## src/pkg/refclk_defs.vh

```
// Constants for the reference clock output and clock-control block
`ifndef REFCLK_DEFS_VH
`define REFCLK_DEFS_VH

// Register byte offsets (low address bits)
`define OFS_REF_CTRL     8'h00
`define OFS_OSC_CTRL     8'h04
`define OFS_OSC_CONFIG   8'h08
`define OFS_CLK_STATUS   8'h0C

// Reference output control fields
`define REF_EN_BIT       7
`define REF_RSVD_BIT     6
`define REF_SLP_BIT      5
`define REF_SEL_BIT      4
`define REF_DIV_MSB      3
`define REF_DIV_LSB      0
`define REF_CTRL_RESET   8'h00
`define REF_CTRL_WMASK   8'hBF

// Oscillator control fields
`define HALT_SEL_BIT     7
`define SRC_SEL_MSB      1
`define SRC_SEL_LSB      0
`define OSC_CTRL_RESET   8'h00
`define SRC_PRIMARY      2'h0
`define SRC_SECONDARY    2'h1

// Oscillator configuration field and codes
`define CFG_MSB          1
`define CFG_LSB          0
`define CFG_RESET        2'h0
`define CFG_EXT_CLOCK    2'h0
`define CFG_CRYSTAL_FAST 2'h1
`define CFG_INTERNAL     2'h2
`define CFG_CRYSTAL_SLOW 2'h3

// Timing
`define CLK_FREQ_KHZ     100000
`define POWER_UP_TIMER_TIME_MS     64
`define OST_OSC_CYCLES   11'h400
`define OSC2_HALF_EDGES  1'h1

`endif

```

## src/logic/sync_two_stage.v

```verilog
// Two-flop synchroniser for levels arriving from outside the clock domain
`timescale 1ns/100ps
module sync_two_stage #(
  parameter WIDTH = 1
) (
  input  wire             clk,
  input  wire             reset,
  input  wire [WIDTH-1:0] d,
  output wire [WIDTH-1:0] q
);
  reg [WIDTH-1:0] meta_r;
  reg [WIDTH-1:0] stable_r;

  always @(posedge clk)
  begin
    if (reset)
    begin
      meta_r   <= {WIDTH{1'b0}};
      stable_r <= {WIDTH{1'b0}};
    end
    else
    begin
      meta_r   <= d;
      stable_r <= meta_r;
    end
  end

  assign q = stable_r;
endmodule

```

## src/logic/refclk_out.v

```verilog
// Reference clock output, power-mode clock gating and power-up timers
//
// The placing of the registers and register access over AHB-Lite are this design's own decisions.
`timescale 1ns/100ps
`include "refclk_defs.vh"
module refclk_out #(
  parameter DIV_WIDTH   = 4,
  parameter CNT_WIDTH   = 15,
  parameter POWER_UP_TIMER_WIDTH  = 23,
  parameter POWER_UP_TIMER_CYCLES = `POWER_UP_TIMER_TIME_MS * `CLK_FREQ_KHZ
) (
  input  wire        CORE_CLK,
  input  wire        RESET,
  input  wire        HSEL,
  input  wire [31:0] HADDR,
  input  wire [1:0]  HTRANS,
  input  wire        HWRITE,
  input  wire [2:0]  HSIZE,
  input  wire [31:0] HWDATA,
  input  wire        HREADY,
  output wire        HREADYOUT,
  output wire [31:0] HRDATA,
  output wire        HRESP,
  input  wire        PRIMARY_OSC_IN,
  input  wire        SYSTEM_CLK_IN,
  input  wire        SLEEP_CMD,
  input  wire        WAKE_EVENT,
  output wire        REF_CLK_PIN_OUT,
  output wire        REF_CLK_PIN_OE,
  output wire        OSC2_PIN_OUT,
  output wire        OSC2_PIN_OE,
  output wire        PRIMARY_OSC_EN,
  output wire        SECONDARY_OSC_EN,
  output wire        INTERNAL_OSC_EN,
  output wire        CPU_CLK_EN,
  output wire        PERIPH_CLK_EN,
  output wire        DEVICE_RESET_HOLD
);
  localparam [2:0] ST_RUN   = 3'b001;
  localparam [2:0] ST_IDLE  = 3'b010;
  localparam [2:0] ST_SLEEP = 3'b100;
  localparam [31:0]           POWER_UP_TIMER_SPAN = POWER_UP_TIMER_CYCLES - 1;
  localparam [POWER_UP_TIMER_WIDTH-1:0] POWER_UP_TIMER_LAST = POWER_UP_TIMER_SPAN[POWER_UP_TIMER_WIDTH-1:0];

  // Registers
  reg  [7:0]           ref_ctrl_r;
  reg  [7:0]           osc_ctrl_r;
  reg  [1:0]           osc_cfg_r;
  reg  [2:0]           state_r;
  reg  [2:0]           state_nxt;
  reg                  wr_pend_r;
  reg  [7:0]           wr_addr_r;
  reg  [31:0]          rdata_r;
  reg  [31:0]          rdata_nxt;
  reg                  prim_prev_r;
  reg                  sys_prev_r;
  reg  [CNT_WIDTH-1:0] div_cnt_r;
  reg                  ref_out_r;
  reg                  ref_oe_r;
  reg  [DIV_WIDTH-1:0] div_seen_r;
  reg                  ref_live_r;
  reg  [POWER_UP_TIMER_WIDTH-1:0] power_up_timer_cnt_r;
  reg                  power_up_timer_busy_r;
  reg  [10:0]          ost_cnt_r;
  reg                  ost_busy_r;
  reg                  prim_en_prev_r;
  reg                  osc2_phase_r;
  reg                  osc2_out_r;
  reg                  osc2_oe_r;

  wire                 prim_q;
  wire                 sys_q;
  wire                 ref_keep_sleep;
  wire                 ref_active;
  wire                 prim_en;

  // Oscillator and system clock levels come from outside the domain
  sync_two_stage #(
    .WIDTH (2)
  ) u_clk_sync (
    .clk   (CORE_CLK),
    .reset (RESET),
    .d     ({PRIMARY_OSC_IN, SYSTEM_CLK_IN}),
    .q     ({prim_q, sys_q})
  );

  wire                 prim_rise      = prim_q & ~prim_prev_r;
  wire                 sys_rise       = sys_q & ~sys_prev_r;

  // Field views
  wire [DIV_WIDTH-1:0] div_code       = ref_ctrl_r[`REF_DIV_MSB:`REF_DIV_LSB];
  wire                 ref_en         = ref_ctrl_r[`REF_EN_BIT];
  wire                 ref_slp        = ref_ctrl_r[`REF_SLP_BIT];
  wire                 ref_sel        = ref_ctrl_r[`REF_SEL_BIT];
  wire                 halt_sel       = osc_ctrl_r[`HALT_SEL_BIT];
  wire [1:0]           src_sel        = osc_ctrl_r[`SRC_SEL_MSB:`SRC_SEL_LSB];
  wire                 cfg_is_ext     = (osc_cfg_r == `CFG_EXT_CLOCK);
  wire                 cfg_is_crystal = (osc_cfg_r == `CFG_CRYSTAL_FAST) |
                                        (osc_cfg_r == `CFG_CRYSTAL_SLOW);
  wire                 cfg_primary_ok = cfg_is_ext | (osc_cfg_r == `CFG_CRYSTAL_FAST);
  wire                 in_run         = state_r[0];
  wire                 in_idle        = state_r[1];
  wire                 in_sleep       = state_r[2];
  wire                 hold           = power_up_timer_busy_r | ost_busy_r;

  // AHB-Lite slave: zero wait states, always OKAY
  wire                 addr_phase     = HSEL & HTRANS[1] & HREADY;
  wire [7:0]           addr_lo        = HADDR[7:0];
  assign HREADYOUT  = 1'b1;
  assign HRESP      = 1'b0;
  assign HRDATA     = rdata_r;

  // Read data registered in the address phase, unmapped reads zero
  always @*
  begin
    rdata_nxt = 32'h0000_0000;
    if (addr_lo == `OFS_REF_CTRL)
      rdata_nxt[7:0] = ref_ctrl_r & `REF_CTRL_WMASK;
    else if (addr_lo == `OFS_OSC_CTRL)
      rdata_nxt[7:0] = osc_ctrl_r;
    else if (addr_lo == `OFS_OSC_CONFIG)
      rdata_nxt[1:0] = osc_cfg_r;
    else if (addr_lo == `OFS_CLK_STATUS)
      rdata_nxt[7:0] = {ref_out_r, ref_active, power_up_timer_busy_r, ost_busy_r,
                        prim_en, state_r};
  end

  always @(posedge CORE_CLK)
  begin
    if (RESET)
    begin
      wr_pend_r <= 1'b0;
      wr_addr_r <= 8'h00;
      rdata_r   <= 32'h0000_0000;
    end
    else
    begin
      wr_pend_r <= addr_phase & HWRITE;
      if (addr_phase)
        wr_addr_r <= addr_lo;
      if (addr_phase & ~HWRITE)
        rdata_r <= rdata_nxt;
    end
  end

  // Register writes in the data phase
  always @(posedge CORE_CLK)
  begin
    if (RESET)
    begin
      ref_ctrl_r <= `REF_CTRL_RESET;
      osc_ctrl_r <= `OSC_CTRL_RESET;
      osc_cfg_r  <= `CFG_RESET;
    end
    else if (wr_pend_r)
    begin
      if (wr_addr_r == `OFS_REF_CTRL)
        ref_ctrl_r <= HWDATA[7:0] & `REF_CTRL_WMASK;
      else if (wr_addr_r == `OFS_OSC_CTRL)
        osc_ctrl_r <= {HWDATA[`HALT_SEL_BIT], 5'h00,
                       HWDATA[`SRC_SEL_MSB:`SRC_SEL_LSB]};
      else if (wr_addr_r == `OFS_OSC_CONFIG)
        osc_cfg_r <= HWDATA[`CFG_MSB:`CFG_LSB];
    end
  end

  // Power-mode state machine
  always @*
  begin
    state_nxt = state_r;
    case (state_r)
      ST_RUN:
        if (SLEEP_CMD & ~hold)
          state_nxt = halt_sel ? ST_IDLE : ST_SLEEP;
      ST_IDLE:
        if (WAKE_EVENT)
          state_nxt = ST_RUN;
        else if (SLEEP_CMD)
          state_nxt = halt_sel ? ST_IDLE : ST_SLEEP;
      ST_SLEEP:
        if (WAKE_EVENT)
          state_nxt = ST_RUN;
      default:
        state_nxt = ST_RUN;
    endcase
  end

  always @(posedge CORE_CLK)
  begin
    if (RESET)
      state_r <= ST_RUN;
    else
      state_r <= state_nxt;
  end

  // Oscillator and clock gating
  // sleep keeps primary only as a reference base
  assign ref_keep_sleep = ref_en & ref_slp & ref_sel & cfg_primary_ok;
  // primary runs in primary run or primary idle
  // sleep stops all except the reference feature
  assign prim_en = ((in_run | in_idle) & (src_sel == `SRC_PRIMARY)) |
                   (in_sleep & ref_keep_sleep);
  assign PRIMARY_OSC_EN   = prim_en;
  assign SECONDARY_OSC_EN = (in_run | in_idle) & (src_sel == `SRC_SECONDARY);
  // Power-up timer needs the internal oscillator
  assign INTERNAL_OSC_EN  = ((in_run | in_idle) & src_sel[1]) | power_up_timer_busy_r;
  assign CPU_CLK_EN       = in_run & ~hold;
  assign PERIPH_CLK_EN    = (in_run | in_idle) & ~hold;
  assign DEVICE_RESET_HOLD = hold;

  always @(posedge CORE_CLK)
  begin
    if (RESET)
    begin
      power_up_timer_cnt_r  <= {POWER_UP_TIMER_WIDTH{1'b0}};
      power_up_timer_busy_r <= 1'b1;
    end
    else if (power_up_timer_busy_r)
    begin
      power_up_timer_cnt_r <= power_up_timer_cnt_r + 1'b1;
      if (power_up_timer_cnt_r == POWER_UP_TIMER_LAST)
        power_up_timer_busy_r <= 1'b0;
    end
  end

  // start-up timer counts crystal edges on each primary oscillator start in a crystal configuration
  always @(posedge CORE_CLK)
  begin
    if (RESET)
    begin
      prim_en_prev_r <= 1'b0;
      ost_cnt_r      <= 11'h000;
      ost_busy_r     <= 1'b0;
    end
    else
    begin
      prim_en_prev_r <= prim_en;
      if (prim_en & ~prim_en_prev_r & cfg_is_crystal)
      begin
        ost_cnt_r  <= 11'h000;
        ost_busy_r <= 1'b1;
      end
      else if (ost_busy_r & prim_rise)
      begin
        ost_cnt_r <= ost_cnt_r + 11'h001;
        if (ost_cnt_r == `OST_OSC_CYCLES - 11'h001)
          ost_busy_r <= 1'b0;
      end
    end
  end

  // Reference base selection
  // primary base
  wire                 base_lvl       = ref_sel ? prim_q : sys_q;
  wire                 base_rise      = ref_sel ? prim_rise : sys_rise;
  // Primary base needs the primary oscillator running
  wire                 prim_en_ok_w   = ~ref_sel | prim_en;
  // primary must be the configured oscillator
  assign ref_active = ref_en & (~ref_sel | cfg_primary_ok) &
                      (~in_sleep | ref_keep_sleep) & prim_en_ok_w;

  // half-period in base edges is two to the code minus one
  wire [CNT_WIDTH:0]   div_one        = {{CNT_WIDTH{1'b0}}, 1'b1} << div_code;
  wire [CNT_WIDTH-1:0] half_last      = div_one[CNT_WIDTH:1] - {{(CNT_WIDTH-1){1'b0}}, 1'b1};

  always @(posedge CORE_CLK)
  begin
    if (RESET)
    begin
      prim_prev_r <= 1'b0;
      sys_prev_r  <= 1'b0;
      div_cnt_r   <= {CNT_WIDTH{1'b0}};
      div_seen_r  <= {DIV_WIDTH{1'b0}};
      ref_live_r  <= 1'b0;
      ref_out_r   <= 1'b0;
      ref_oe_r    <= 1'b0;
    end
    else
    begin
      prim_prev_r <= prim_q;
      sys_prev_r  <= sys_q;
      div_seen_r  <= div_code;
      ref_live_r  <= ref_active;
      ref_oe_r    <= ref_en;
      // Restart on divisor change; clearing the output can cut a high half-cycle short
      if (~ref_active | (div_seen_r != div_code) | ~ref_live_r)
      begin
        div_cnt_r <= {CNT_WIDTH{1'b0}};
        ref_out_r <= 1'b0;
      end
      // code zero passes the base through
      else if (div_code == {DIV_WIDTH{1'b0}})
        ref_out_r <= base_lvl;
      // toggle on base edges for even duty
      else if (base_rise)
      begin
        if (div_cnt_r == half_last)
        begin
          div_cnt_r <= {CNT_WIDTH{1'b0}};
          ref_out_r <= ~ref_out_r;
        end
        else
          div_cnt_r <= div_cnt_r + {{(CNT_WIDTH-1){1'b0}}, 1'b1};
      end
    end
  end

  assign REF_CLK_PIN_OUT = ref_out_r;
  assign REF_CLK_PIN_OE  = ref_oe_r;

  // Second oscillator pin: clock/4 in external clock mode
  always @(posedge CORE_CLK)
  begin
    if (RESET)
    begin
      osc2_phase_r <= 1'b0;
      osc2_out_r   <= 1'b0;
      osc2_oe_r    <= 1'b0;
    end
    else
    begin
      osc2_oe_r <= cfg_is_ext;
      // held low in sleep with external clock
      if (~cfg_is_ext | in_sleep)
      begin
        osc2_phase_r <= 1'b0;
        osc2_out_r   <= 1'b0;
      end
      else if (prim_rise)
      begin
        osc2_phase_r <= ~osc2_phase_r;
        if (osc2_phase_r == `OSC2_HALF_EDGES)
          osc2_out_r <= ~osc2_out_r;
      end
    end
  end

  assign OSC2_PIN_OUT = osc2_out_r;
  assign OSC2_PIN_OE  = osc2_oe_r;
endmodule

```

## config.mk

```make
export PLATFORM = sky130hd
export DESIGN_NAME = refclk_out
export DESIGN_NICKNAME = d
export VERILOG_FILES = /design/src/logic/sync_two_stage.v /design/src/logic/refclk_out.v
export VERILOG_INCLUDE_DIRS = /design/src /design/src/pkg
export SDC_FILE = /design/constraint.sdc
export NUM_CORES = 1
export LEC_CHECK = 0
export BUFFER_PORTS_ARGS = -buffer_cell sky130_fd_sc_hd__buf_2
export CAP_MARGIN = 10
export CELL_PAD_IN_SITES_DETAIL_PLACEMENT = 1
export CELL_PAD_IN_SITES_GLOBAL_PLACEMENT = 2
export CORE_MARGIN = 2
export CORE_UTILIZATION = 28
export DETAILED_ROUTE_END_ITERATION = 10
export MAX_ROUTING_LAYER = met4
export PLACE_DENSITY = 0.75
export RECOVER_POWER = 25
export REMOVE_ABC_BUFFERS = 1
export SLEW_MARGIN = 10
export SYNTH_ARGS = -nofsm -noshare
export SYNTH_HDL_FRONTEND = slang
export SYNTH_SLANG_ARGS = --single-unit
```

## constraint.sdc

```tcl
create_clock -name CORE_CLK -period 3.1 [get_ports CORE_CLK]
set_clock_uncertainty 0.2 [all_clocks]
set_input_delay 0.31 -clock CORE_CLK [delete_from_list [all_inputs] [get_ports CORE_CLK]]
set_output_delay 0.31 -clock CORE_CLK [all_outputs]
set_load 0.02 [all_outputs]
```

---- After elaboration in Yosys (flattened, before gate mapping) ----
Cells that the tools add are included.
word-level totals
  flip-flop bits (word level) ............. 100
  bits of input ports ..................... 78
  logic and storage cells ................. 139
operators by class
  add/subtract/negate cells ............... 4
  eq/ne operators ......................... 18
  shifts and indexed selects .............. 1
  multiplexer cells ....................... 22
  bitwise operators ....................... 50
  reductions and logical operators ........ 20
operator list
  cell                     number
  $eq A8 B4 Y1 const B     3
  $mux W8                  3
  $add A23 B1 Y23 const B  1
  $eq A23 B23 Y1 const B   1
  $and A1 B1 Y1            22
  $eq A8 B3 Y1 const B     2
  $logic_not A8 Y1         2
  $not A1 Y1               16
  $shl A1 B4 Y16 const A   1
  $add A15 B1 Y15 const B  1
  $eq A15 B15 Y1           1
  $mux W15                 1
  $mux W3                  5
  $sub A15 B1 Y15 const B  1
  $or A1 B1 Y1             12
  $add A11 B1 Y11 const B  1
  $eq A11 B10 Y1 const B   1
  $mux W1                  10
  $reduce_and A2 Y1        5
  $pmux W3 S3              1
  $reduce_bool A2 Y1       4
  $mux W6                  1
  $reduce_and A3 Y1        2
  $reduce_or A2 Y1         3
  12 further kinds         15

---- Longest topological paths before layout ----
Gate-level depths: netlist (run 1).
  depth after elaboration ................. 11
  mapped depth ............................ 14
  mapped depth without buffers ............ 11

---- Modules after synthesis ----
From an unflattened synthesis (run 1), not the netlist that was laid out.
second synthesis, totals
  cells, all modules ...................... 634
  area total of the unflattened synthesis .. 5172.5 µm²
by module, submodules not included
  module          instances  cells each  area each (µm²)  sequential area each (µm²)
  refclk_out      1          626         5067.4           1921.8
  sync_two_stage  1          8           105.1            80.1

---- Worst setup path before layout (run 1) ----
OpenSTA, ideal clock, no wires.
  path type ............................... reg-to-reg
  start point ............................. register ref_ctrl_r[1]
  end point ............................... register div_cnt_r[10]
  library setup time ...................... 0.121 ns
  data arrival time ....................... 2.669 ns
  data required time ...................... 2.779 ns
  setup slack ............................. 0.110 ns
  cell stages (with the launch flop) ...... 15
  cell sequence ........................... dfxtp_1 -> buf_4 -> buf_2 -> buf_2 -> nand3_1 -> ha_1 -> buf_2 -> and2_1 -> a221oi_1 -> o211ai_1 -> nor3_1 -> o2111a_1 -> nand3_2 -> o21bai_4 -> nor2_1
on the way
  longest elaborated chain between the ends .. 4
ends and longest elaborated chain
  element                                          line                                text
  start: declaration                               refclk_out.v:46                     reg [7:0] ref_ctrl_r;
  start signal: assignment                         refclk_out.v:151                    ref_ctrl_r <= `REF_CTRL_RESET;
  start signal: assignment                         refclk_out.v:158                    ref_ctrl_r <= HWDATA[7:0] & `REF_CTRL_WMASK;
  $shl A1 B4 Y16 or $ne A4 B4 Y1 (tied branches)   refclk_out.v:263, refclk_out.v:286
  $sub A15 B1 Y15 or $or A1 B1 Y1 (tied branches)  refclk_out.v:264, refclk_out.v:286
  $eq A15 B15 Y1 or $or A1 B1 Y1 (tied branches)   refclk_out.v:297, refclk_out.v:286
  $mux W15 or $reduce_or A2 Y1 (tied branches)     --
  end signal: assignment                           refclk_out.v:272                    div_cnt_r <= {CNT_WIDTH{1'b0}};
  end signal: assignment                           refclk_out.v:299                    div_cnt_r <= {CNT_WIDTH{1'b0}};
  end signal: assignment                           refclk_out.v:303                    div_cnt_r <= div_cnt_r + {{(CNT_WIDTH-1){1'b0}}, 1'b1};
  end: declaration                                 refclk_out.v:57                     reg [CNT_WIDTH-1:0] div_cnt_r;
Parallel ways exist; a longest one is shown, timed or not.
A chain may end at the register's enable or synchronous reset.

---- Worst setup path after layout (run 1) ----
  start point ............................. register ref_ctrl_r[0]
  end point ............................... register div_cnt_r[5]
Same word-level chain as after synthesis.

==> run summary, run 1 <==
Wire per inst - 15.4 um
Met3 Track Usage GR - 1.97%
Synth area leader - dfxtp_1
Simple-gate share of the synthesized area - 29.9%
Placed Instance Area - 0.00584 mm^2
PortBufs - 42
Grt ovf - 0
Max Slew Vio Count - 0
Core Rows - 50
Mapped Cells - 665
Largest net degree at the start of global routing - 66
Yosys warns - 0
Overall routing resource usage - 15.6%
Dpl ws - 124 ps
Period utilization - 93.1%
Worst r2r src - ref_ctrl_r[0]
Layout cells sized above 1 - 13.0%
Die area - 0.0206 mm^2
Gpl congestion - 0.858
Post-Syn Area - 0.00544 mm^2
Number of H-tree levels - 3
Vias - 4,784
DRT antenna net count - 0
Least-Margin Pin Slew - 1340 ps
PnR worst setup slack - 214 ps
Register area share after synthesis - 36.8%
Hold_sp - HWDATA[3]
Initial DRT Pass Iterations - 4
Slew margin rel. - 10.8%
CP Launch Point - ref_ctrl_r[0]
Most frequent cells after synthesis - 100 x dfxtp_1, 86 x nor2_1, 67 x nand2_1
Initial antenna violation count - 0
Nets - 788
Skew-Pair Late Insertion Delay - 360 ps
Area grow syn2layout - 13.8%
I/O pins - 122
Data arrival, critical path - 2930 ps
Synth Area in Compound Gates - 12.3%
CTS buffer count - 9
Antenna fix cells - 0
Critical path type - flip-flop to flip-flop
Post-route design area - 0.00619 mm^2
Clk pin slew, worst setup/hold paths - 70 ps
MaxCap Viol Count - 0
Max Buffers Root-to-Sink - 2
Max Clk Rate - 346 MHz
Tmin final - 2890 ps
Post-synth EDFFs - 0
WP data required - 3140 ps
First-pass GRT wire length - 24,700 um
Outcome - finished, final reports clean
Count leader, synth - dfxtp_1
Root Buffer Master - clkbuf_16
Unique cell type count in the Yosys netlist - 69
# DRC - 0
Hold Path Class - input pin to flip-flop
PwrDens - 421 mW/mm^2
Post-Route WL - 14,900 um
Die width - 143 um
Final Setup Violations - 0
#FFs+latches synth - 100
Initial Util - 28.8%
Leakage - 2.27 nW
Multiplexer share of the synthesized area - 4.00%
Hpwl dp - 11,000 um
CP endpoint kind - flip-flop
Top cell type's share of synthesized area - 36.8%
GRT met2 Usage - 25.4%
Vias/cell - 4.95
Global routing's busiest layer - met2
XOR/XNOR share of the synthesized area - 7.41%
Fin. Hold Viols - 0
Largest family of logic cells by synthesized area - simple AND/OR/NAND/NOR gates
Utilization after layout - 32.8%
Initial DRC count - 191
Top post-synthesis cells by area - dfxtp_1 37%, nor2_1 5.9%, nand2_1 4.6%
Core Area - 0.0189 mm^2
VDD IR-drop max - 0.000233 V
Post-CTS setup repair buffer count - 0
Startpoint Class - flip-flop
Top FF cell, synth - dfxtp_1
Vias in the first global route - 4,801
Post-route insts no fill - 966
Die Span Y - 143 um
GR Util met1 - 19.8%
Ys async rst share - 0%
CP max FO - 11
Sink Count - 100
Synth Area in Adders - 1.61%
Setup TNS - 0 ps
Fill cells - 2,340
Inst Count DP - 946
TritonCTS clock tree - yes
Avg Inst Size Synth - 8.18 um^2
[registers in the layout, summed over array words and instances (netlist names), 2 cells and up]
| register | flops |
|---|---|
| div_seen_r | 4 |
| HRDATA | 8 |
| div_cnt_r | 15 |
| osc_ctrl_r | 3 |
| u_clk_sync.meta_r | 2 |
| state_r | 3 |
| power_up_timer_cnt_r | 23 |
| u_clk_sync.q | 2 |
| wr_addr_r | 8 |
| ref_ctrl_r | 7 |
| osc_cfg_r | 2 |
| ost_cnt_r | 11 |
[cells in the final DEF (no fill, tap or decap), types with 4 or more instances in the layout]
cell type / count
a21oi_1: 32
a222oi_1: 4
a22oi_1: 5
a31oi_1: 8
and2_1: 9
and3_1: 14
buf_2: 38
buf_4: 20
clkbuf_1: 4
clkbuf_16: 9
conb_1: 26
dfxtp_1: 100
dlygate4sd3_1: 6
ha_1: 7
inv_1: 11
mux2i_1: 15
nand2_1: 67
nand2b_1: 12
nand3_1: 23
nand4_1: 13
nor2_1: 86
nor2b_1: 18
nor3_1: 16
nor3b_1: 8
nor4b_1: 6
o21ai_0: 22
o31ai_1: 5
or3_1: 9
xnor2_1: 20
xor2_1: 26
[final cells by class]
type                       count  area, um^2  area share, %
timing repair buffer          69         420           6.79
inverter                      11        41.3          0.667
sequential                   100        2000           32.3
multi-input combinational    512        3120           50.3
tap                          260         325           5.25
clock buffer                   9         225           3.64
clock inverter                 5        62.6           1.01
[worst max-delay path, cell delays in order, from the launching register on]
cell	delay [ps]
dfxtp_1	320
buf_4	140
inv_1	70
nand3_1	70
ha_1	250
buf_4	200
and2_1	190
a221oi_2	280
o211ai_1	140
nor3_2	140
o2111a_1	260
nand3_2	160
buf_4	200
nand3_1	80
a31oi_1	80
[cell families (layout without fill, tap and decap cells)]
family,Yosys count,in the layout
flip-flops,100,100
multiplexers,19,19
AND/OR/NAND/NOR,312,312
adder cells (fa/ha/maj),7,7
XOR/XNOR,46,46
AO/OA/AOI/OAI,102,102
other,2,26
buffers and inverters,77,94
[stage by stage]
step / total power [mW] / hold slack (ps)
2_1_floorplan: 1.42 / 177
4_1_cts: 2.64 / 0.377
3_3_place_gp: 1.48 / 239
5_1_grt: 2.70 / 7.54
3_5_place_dp: 1.48 / 230
6_report: 2.61 / 8.22
[where the power goes]
part	internal [mW]	total, mW	switching, mW
Sequential	1.30	1.31	0.00969
Combinational	0.0489	0.147	0.0985
Clock	0.625	1.15	0.528
[path summary, 6_finish.rpt]
path	cells after the start	slack (ps)	to
hold reg to reg	1	250	u_clk_sync.q[1]
setup / recovery	14	210	div_cnt_r[5]
hold / removal	3	8	ref_ctrl_r[3]
setup reg to reg	14	210	div_cnt_r[5]
[per-layer routing]
layer,up-vias,wire length (um)
met4,0,274
met5,-,0
met2,83,7210
met3,17,411
met1,2346,6990
li1,2338,-
[what timing repair did]
action / 4_1_cts / 5_1_grt
endpoints found under the hold margin: 5 / 1
hold buffers: 5 / 1
resized for setup: 0 / 3
endpoints found under the setup margin: 0 / 15
Power figures use the tool's default switching activity.
==> run 2: changes to the inputs <==
--- a/config.mk
+++ b/config.mk
@@ -6,13 +6,13 @@
 export SDC_FILE = /design/constraint.sdc
 export NUM_CORES = 1
 export LEC_CHECK = 0
-export BUFFER_PORTS_ARGS = -buffer_cell sky130_fd_sc_hd__buf_2
-export CAP_MARGIN = 10
+export CAP_MARGIN = 20
 export CELL_PAD_IN_SITES_DETAIL_PLACEMENT = 1
 export CELL_PAD_IN_SITES_GLOBAL_PLACEMENT = 2
-export CORE_MARGIN = 2
-export CORE_UTILIZATION = 28
+export CORE_MARGIN = 4
+export CORE_UTILIZATION = 33
 export DETAILED_ROUTE_END_ITERATION = 10
+export DONT_BUFFER_PORTS = 1
 export MAX_ROUTING_LAYER = met4
 export PLACE_DENSITY = 0.75
 export RECOVER_POWER = 25
==> run 2 against run 1 <==
  * Via count shrank 3.1%
  * Largest cell class unchanged
  * Critical endpoint is now div_cnt_r[14]
  * Final area fell by 2.5%
  * Worst hold slack improved by 55 ps
==> run summary, run 2 (same netlist as run 1, synthesis figures left out) <==
Slew margin rel. - 8.77% (-2.0 points)
Layout cells sized above 1 - 7.67% (-5.4 points)
Fill cells - 1,943 (-17%)
Overall routing resource usage - 16.8% (+1.2 points)
Post-route design area - 0.00604 mm^2 (-2.5%)
Largest reg by FF count - power_up_timer_cnt_r
Total Power - 2.51 mW (-3.8%)
Worst path max stage delay - 530 ps (+210 ps)
Max Slew Vio Count - 0 (unchanged)
Inst Count DP - 858 (-9.3%)
CP Launch Point - ref_ctrl_r[3]
WP data required - 3130 ps (about the same)
Placed Instance Area - 0.00556 mm^2 (-4.8%)
Largest registers - power_up_timer_cnt_r: 23 flops, div_cnt_r: 15 flops, ost_cnt_r: 11 flops
Final Setup Violations - 0 (unchanged)
I/O pins - 122 (unchanged)
Hold Slack - 63.3 ps (+55.1 ps)
PwrDens - 416 mW/mm^2 (-1.3%)
# DRC - 0 (unchanged)
Worst path cell trace - buf_4, or4bb_1, nand4_1, a211oi_1, nor3_1, o2111a_1, nand3_4, o21bai_4, nor2_1
Antenna fix cells - 0 (unchanged)
Tmin final - 2900 ps (+15.9 ps)
Dpl ws - 34.2 ps (-89.9 ps)
CP max FO - 40 (+29)
Data arrival, critical path - 2930 ps (about the same)
Max Clk Rate - 345 MHz (-0.55%)
Most common cell after layout, fill and taps aside - dfxtp_1
Die area - 0.0186 mm^2 (-9.5%)
MaxCap Viol Count - 0 (unchanged)
PnR worst setup slack - 198 ps (-15.9 ps)
CP max-delay cell - or4bb_1
Post-CTS setup repair buffer count - 0 (unchanged)
Initial DRT Pass Iterations - 4 (unchanged)
Max Buffers Root-to-Sink - 2 (unchanged)
VDD IR-drop max - 0.000214 V (-8.1%)
First-pass GRT wire length - 24,300 um (-1.5%)
Core Rows - 46 (-8.0%)
Vias/cell - 5.19 (+4.7%)
Vias - 4,636 (-3.1%)
Post-Route WL - 14,700 um (-1.1%)
Initial Util - 34.0% (+5.2 points)
Clk pin slew, worst setup/hold paths - 70 ps (about the same)
Largest net degree at the start of global routing - 68 (+3.0%)
Sink Count - 100 (unchanged)
Vias in the first global route - 4,743 (-1.2%)
Gpl congestion - 0.848 (-1.1%)
PortBufs - 0 (-100%)
Core Area - 0.0160 mm^2 (-15%)
Grt ovf - 0 (unchanged)
Critical path type - flip-flop to flip-flop
Hold_sp - WAKE_EVENT
Period utilization - 93.6% (+0.51 points)
Max reg flops - 23 (unchanged)
Nets - 758 (-3.8%)
Root Buffer Master - clkbuf_16
Initial DRC count - 299 (+57%)
Area grow syn2layout - 11.0%
Commonest cells after routing, fill and taps aside - 100 x dfxtp_1, 86 x nor2_1, 67 x nand2_1
Die Span Y - 136 um (-4.9%)
CP Buf/Inv Count - 1 (-3)
CTS buffer count - 9 (unchanged)
Wire per inst - 16.5 um (+6.8%)
Fin. Hold Viols - 0 (unchanged)
Skew-Pair Late Insertion Delay - 340 ps (-20 ps)
CP endpoint kind - flip-flop
Worst r2r src - ref_ctrl_r[3]
Die width - 136 um (-4.9%)
Setup TNS - 0 ps (unchanged)
Startpoint Class - flip-flop
Utilization after layout - 37.7% (+5.0 points)
DRT antenna net count - 0 (unchanged)
Initial antenna violation count - 0 (unchanged)
Hpwl dp - 10,700 um (-2.4%)
Hold Path Class - input pin to flip-flop
Outcome - finished, final reports clean
Leakage - 2.13 nW (-6.2%)
Kind of cell adding the most delay to the critical path - simple AND/OR/NAND/NOR gates
Post-route insts no fill - 894 (-7.5%)
Least-Margin Pin Slew - 1370 ps (+29.7 ps)
TritonCTS clock tree - yes
Number of H-tree levels - 3 (unchanged)
## run 2: repair_timing
item,CTS,global route
hold endpoints to repair,69,0
resized for setup,0,3
endpoints found under the setup margin,0,16
hold buffers,20,0
## run 2: power breakdown
part | leakage (nW) | switching, mW | internal, mW
Clock | 0.127 | 0.509 | 0.552
Combinational | 1.19 | 0.0911 | 0.0485
Sequential | 0.809 | 0.0107 | 1.30
Total | 2.13 | 0.611 | 1.90
## run 2: area by class of cell
cell class	count	area [um^2]	area share [%]
Clock buffer	10	229	3.79
Clock inverter	6	47.5	0.787
Inverter	11	41.3	0.684
Multi-Input combinational cell	512	3110	51.6
Sequential cell	100	2000	33.2
Tap cell	216	270	4.48
Timing Repair Buffer	39	334	5.53
## run 2: worst paths after layout
kind                     end  slack [ps]  cells past startpoint
max            div_cnt_r[14]         200                      9
min               state_r[2]          60                      3
max reg2reg    div_cnt_r[14]         200                      9
min reg2reg  u_clk_sync.q[1]         250                      1
## run 2: tightest hold or removal path, delay by kind of cell
family	cells	cell delay [ps]
and+or+nand+nor	2	90
AOI/OAI and AO/OA	1	170
## run 2: per-layer routing
layer | GRT usage [%] | share of wire [%]
met4 | 3.36 | 0.37
met2 | 28.1 | 49
met5 | - | 0
met3 | 3.44 | 4.9
met1 | 21.2 | 45
==> run 3: changes to the inputs <==
--- a/config.mk
+++ b/config.mk
@@ -10,11 +10,11 @@
 export CELL_PAD_IN_SITES_DETAIL_PLACEMENT = 1
 export CELL_PAD_IN_SITES_GLOBAL_PLACEMENT = 2
 export CORE_MARGIN = 4
-export CORE_UTILIZATION = 33
+export CORE_UTILIZATION = 37
 export DETAILED_ROUTE_END_ITERATION = 10
 export DONT_BUFFER_PORTS = 1
 export MAX_ROUTING_LAYER = met4
-export PLACE_DENSITY = 0.75
+export PLACE_DENSITY = 0.8
 export RECOVER_POWER = 25
 export REMOVE_ABC_BUFFERS = 1
 export SLEW_MARGIN = 10
==> constraint.sdc (replaced) <==
create_clock -name CORE_CLK -period 2.7 [get_ports CORE_CLK]
set_clock_uncertainty 0.2 [all_clocks]
set_input_delay 0.27 -clock CORE_CLK [delete_from_list [all_inputs] [get_ports CORE_CLK]]
set_output_delay 0.27 -clock CORE_CLK [all_outputs]
set_load 0.02 [all_outputs]
==> run 3 against run 2 <==
  * Worst hold slack got worse by 36 ps
  * Clock power up 12%
  * First-iteration DRC count is 5.0% lower
  * Flip-flop and latch count stayed put
  * Highest routed layer unchanged
==> run summary, run 3 (same netlist as run 1, synthesis figures left out) <==
Outcome - finished, final reports clean
RSZ-0062 raised after global routing - true
Final Setup Violations - 0 (unchanged)
Die width - 129 um (-5.2%)
CTS buffer count - 9 (unchanged)
CP dominant cell by count - nand3_2
Utilization after layout - 44.7% (+7.0 points)
Fill cells - 1,733 (-11%)
Worst r2r src - ref_ctrl_r[3]
Max reg flops - 23 (unchanged)
DRT antenna net count - 0 (unchanged)
Setup TNS - 0 ps (unchanged)
Max Slew Vio Count - 0 (unchanged)
Core Area - 0.0145 mm^2 (-9.5%)
Clock power frac - 41.4% (-0.9 points)
Layout cells sized above 1 - 16.3% (+8.6 points)
Leakage - 2.32 nW (+9.2%)
Grt ovf - 0 (unchanged)
Initial DRC count - 284 (-5.0%)
PortBufs - 0 (unchanged)
Gpl congestion - 0.838 (-1.2%)
Overall routing resource usage - 19.1% (+2.3 points)
CP max FO - 7 (-83%)
Worst hold path cell count - 3 (unchanged)
Kind of cell adding the most delay to the critical path - simple AND/OR/NAND/NOR gates
Initial antenna violation count - 0 (unchanged)
CP endpoint kind - flip-flop
Largest reg by FF count - power_up_timer_cnt_r
Data arrival, critical path - 2720 ps (-210 ps)
Psw - 689 uW (+13%)
Post-Route WL - 15,200 um (+3.6%)
Most common cell after layout, fill and taps aside - dfxtp_1
CP Launch Point - ref_ctrl_r[3]
RR Endpoint - div_cnt_r[5]
Area grow syn2layout - 19.0%
Vias in the first global route - 4,936 (+4.1%)
Flop2flop setup slack - 50 ps (-150 ps)
Vias - 4,770 (+2.9%)
Combinational power share - 6.3% (+0.7 points)
Number of H-tree levels - 3 (unchanged)
Vias/cell - 5.36 (+3.4%)
Worst Hold End - HRDATA[7]
Max Clk Rate - 377 MHz (+9.4%)
Wire per inst - 17.1 um (+4.0%)
# DRC - 0 (unchanged)
Largest net degree at the start of global routing - 68 (unchanged)
Least-Margin Pin Slew - 1380 ps (+12.6 ps)
MaxCap Viol Count - 0 (unchanged)
PwrDens - 444 mW/mm^2 (+6.8%)
Worst path max stage delay - 370 ps (-160 ps)
CP Buf/Inv Count - 3 (+2)
Startpoint Class - flip-flop
Hold_sp - HADDR[2]
Nets - 787 (+3.8%)
Clk pin slew, worst setup/hold paths - 70 ps (about the same)
Die Span Y - 129 um (-5.2%)
Sequential share of power - 52.3% (+0.2 points)
Hold Path Class - input pin to flip-flop
Worst path cell trace - nor2_4, nand3_2, ha_4, buf_6, buf_4, nand3_2, o21ai_2, a22oi_2, o32ai_2, or3_4, nand3_4, buf_6, nand3_2, a31oi_1
Int Power - 2.19 mW (+15%)
Initial Util - 37.6% (+3.6 points)
Net Sw Frac - 24.0% (-0.39 points)
Core Rows - 44 (-4.3%)
TritonCTS clock tree - yes
Max Buffers Root-to-Sink - 2 (unchanged)
Critical path type - flip-flop to flip-flop
WP data required - 2770 ps (-360 ps)
Root Buffer Master - clkbuf_16
Die area - 0.0167 mm^2 (-10%)
R2R depth - 14 (+5)
CP max-delay cell - or3_4
Largest registers - power_up_timer_cnt_r: 23 flops, div_cnt_r: 15 flops, ost_cnt_r: 11 flops
I/O pins - 122 (unchanged)
VDD IR-drop max - 0.000376 V (+75%)
Initial DRT Pass Iterations - 4 (unchanged)
Hpwl dp - 10,800 um (+0.50%)
Period utilization - 98.2% (+4.6 points)
Commonest cells after routing, fill and taps aside - 97 x dfxtp_1, 86 x nor2_1, 66 x nand2_1
Tmin final - 2650 ps (-250 ps)
First-pass GRT wire length - 25,100 um (+3.3%)
Skew-Pair Late Insertion Delay - 340 ps (about the same)
Fin. Hold Viols - 0 (unchanged)
Slew margin rel. - 7.93% (-0.84 points)
Sink Count - 100 (unchanged)
Antenna fix cells - 0 (unchanged)
-- run 3: changes by cell type in the layout (fill, tap and decap cells not counted), sizes merged --
| cell | before | now |
|---|---|---|
| buf | 18 | 48 |
| clkbuf | 12 | 11 |
| clkinv | 1 | 2 |
| clkinvlp | 3 | 1 |
-- run 3: how the worst max path moves through the flow --
stage | depth (start not counted) | slack, ps | to
final | 14 | 50 | div_cnt_r[5]
after global routing | 12 | -100 | REF_CLK_PIN_OUT
after CTS | 14 | 1 | div_cnt_r[5]
after detailed placement | 11 | -330 | div_cnt_r[5]
after global placement | 11 | -230 | div_cnt_r[5]
after floorplan | 11 | -610 | div_cnt_r[10]
-- run 3: per-stage QoR --
step,hold slack [ps],setup slack [ps],cell area (um^2),std cells,power [mW]
CTS,13.8,1.14,6310,888,2.92
detailed placement,152,-327,5670,846,1.66
global route,22.7,-97.7,6470,890,3.00
finish,27.6,47.6,6470,890,2.88
global placement,149,-231,5670,846,1.66
floorplan,137,-610,5140,623,1.63
-- run 3: power by group through the flow --
| stage | clock, mW | combinational, mW | sequential [mW] |
|---|---|---|---|
| final | 1.19 | 0.182 | 1.50 |
| after global routing | 1.29 | 0.201 | 1.50 |
| after CTS | 1.24 | 0.178 | 1.50 |
| after detailed placement | 0 | 0.126 | 1.54 |
| after global placement | 0 | 0.121 | 1.54 |
| after floorplan | 0 | 0.0922 | 1.54 |
-- run 3: area by class of cell --
cell class              count  area, um^2  share of cell area, %
clock buffers              10         229                   3.54
multi-input cells         512        3330                   51.4
inverters                  11        41.3                  0.638
flip-flops and latches    100        2010                   31.0
well taps                 184         230                   3.56
clock inverters             5        37.5                  0.580
repair buffers             68         599                   9.26
-- run 3: routing by layer --
metal	GRT usage (%)	routed length, um	vias to the layer above	part of all wire [%]
met5	-	0	-	0
met4	5.31	158	0	1.0
met3	4.82	641	14	4.2
met2	32.0	7920	68	52
met1	22.9	6520	2349	43
li1	-	-	2339	-
-- run 3: timing repair --
action                                  4_1_cts  5_1_grt
endpoints found under the setup margin       16       16
setup buffers                                 6        2
endpoints found under the hold margin        71        0
pin swaps                                    19       10
gates cloned                                  1        0
hold buffers                                 20        0
gates resized for setup                      25       37
-- run 3: tightest hold or removal path: stages --
cell,delay (ps)
a22o_1,130
a22oi_1,60
nor2_1,70
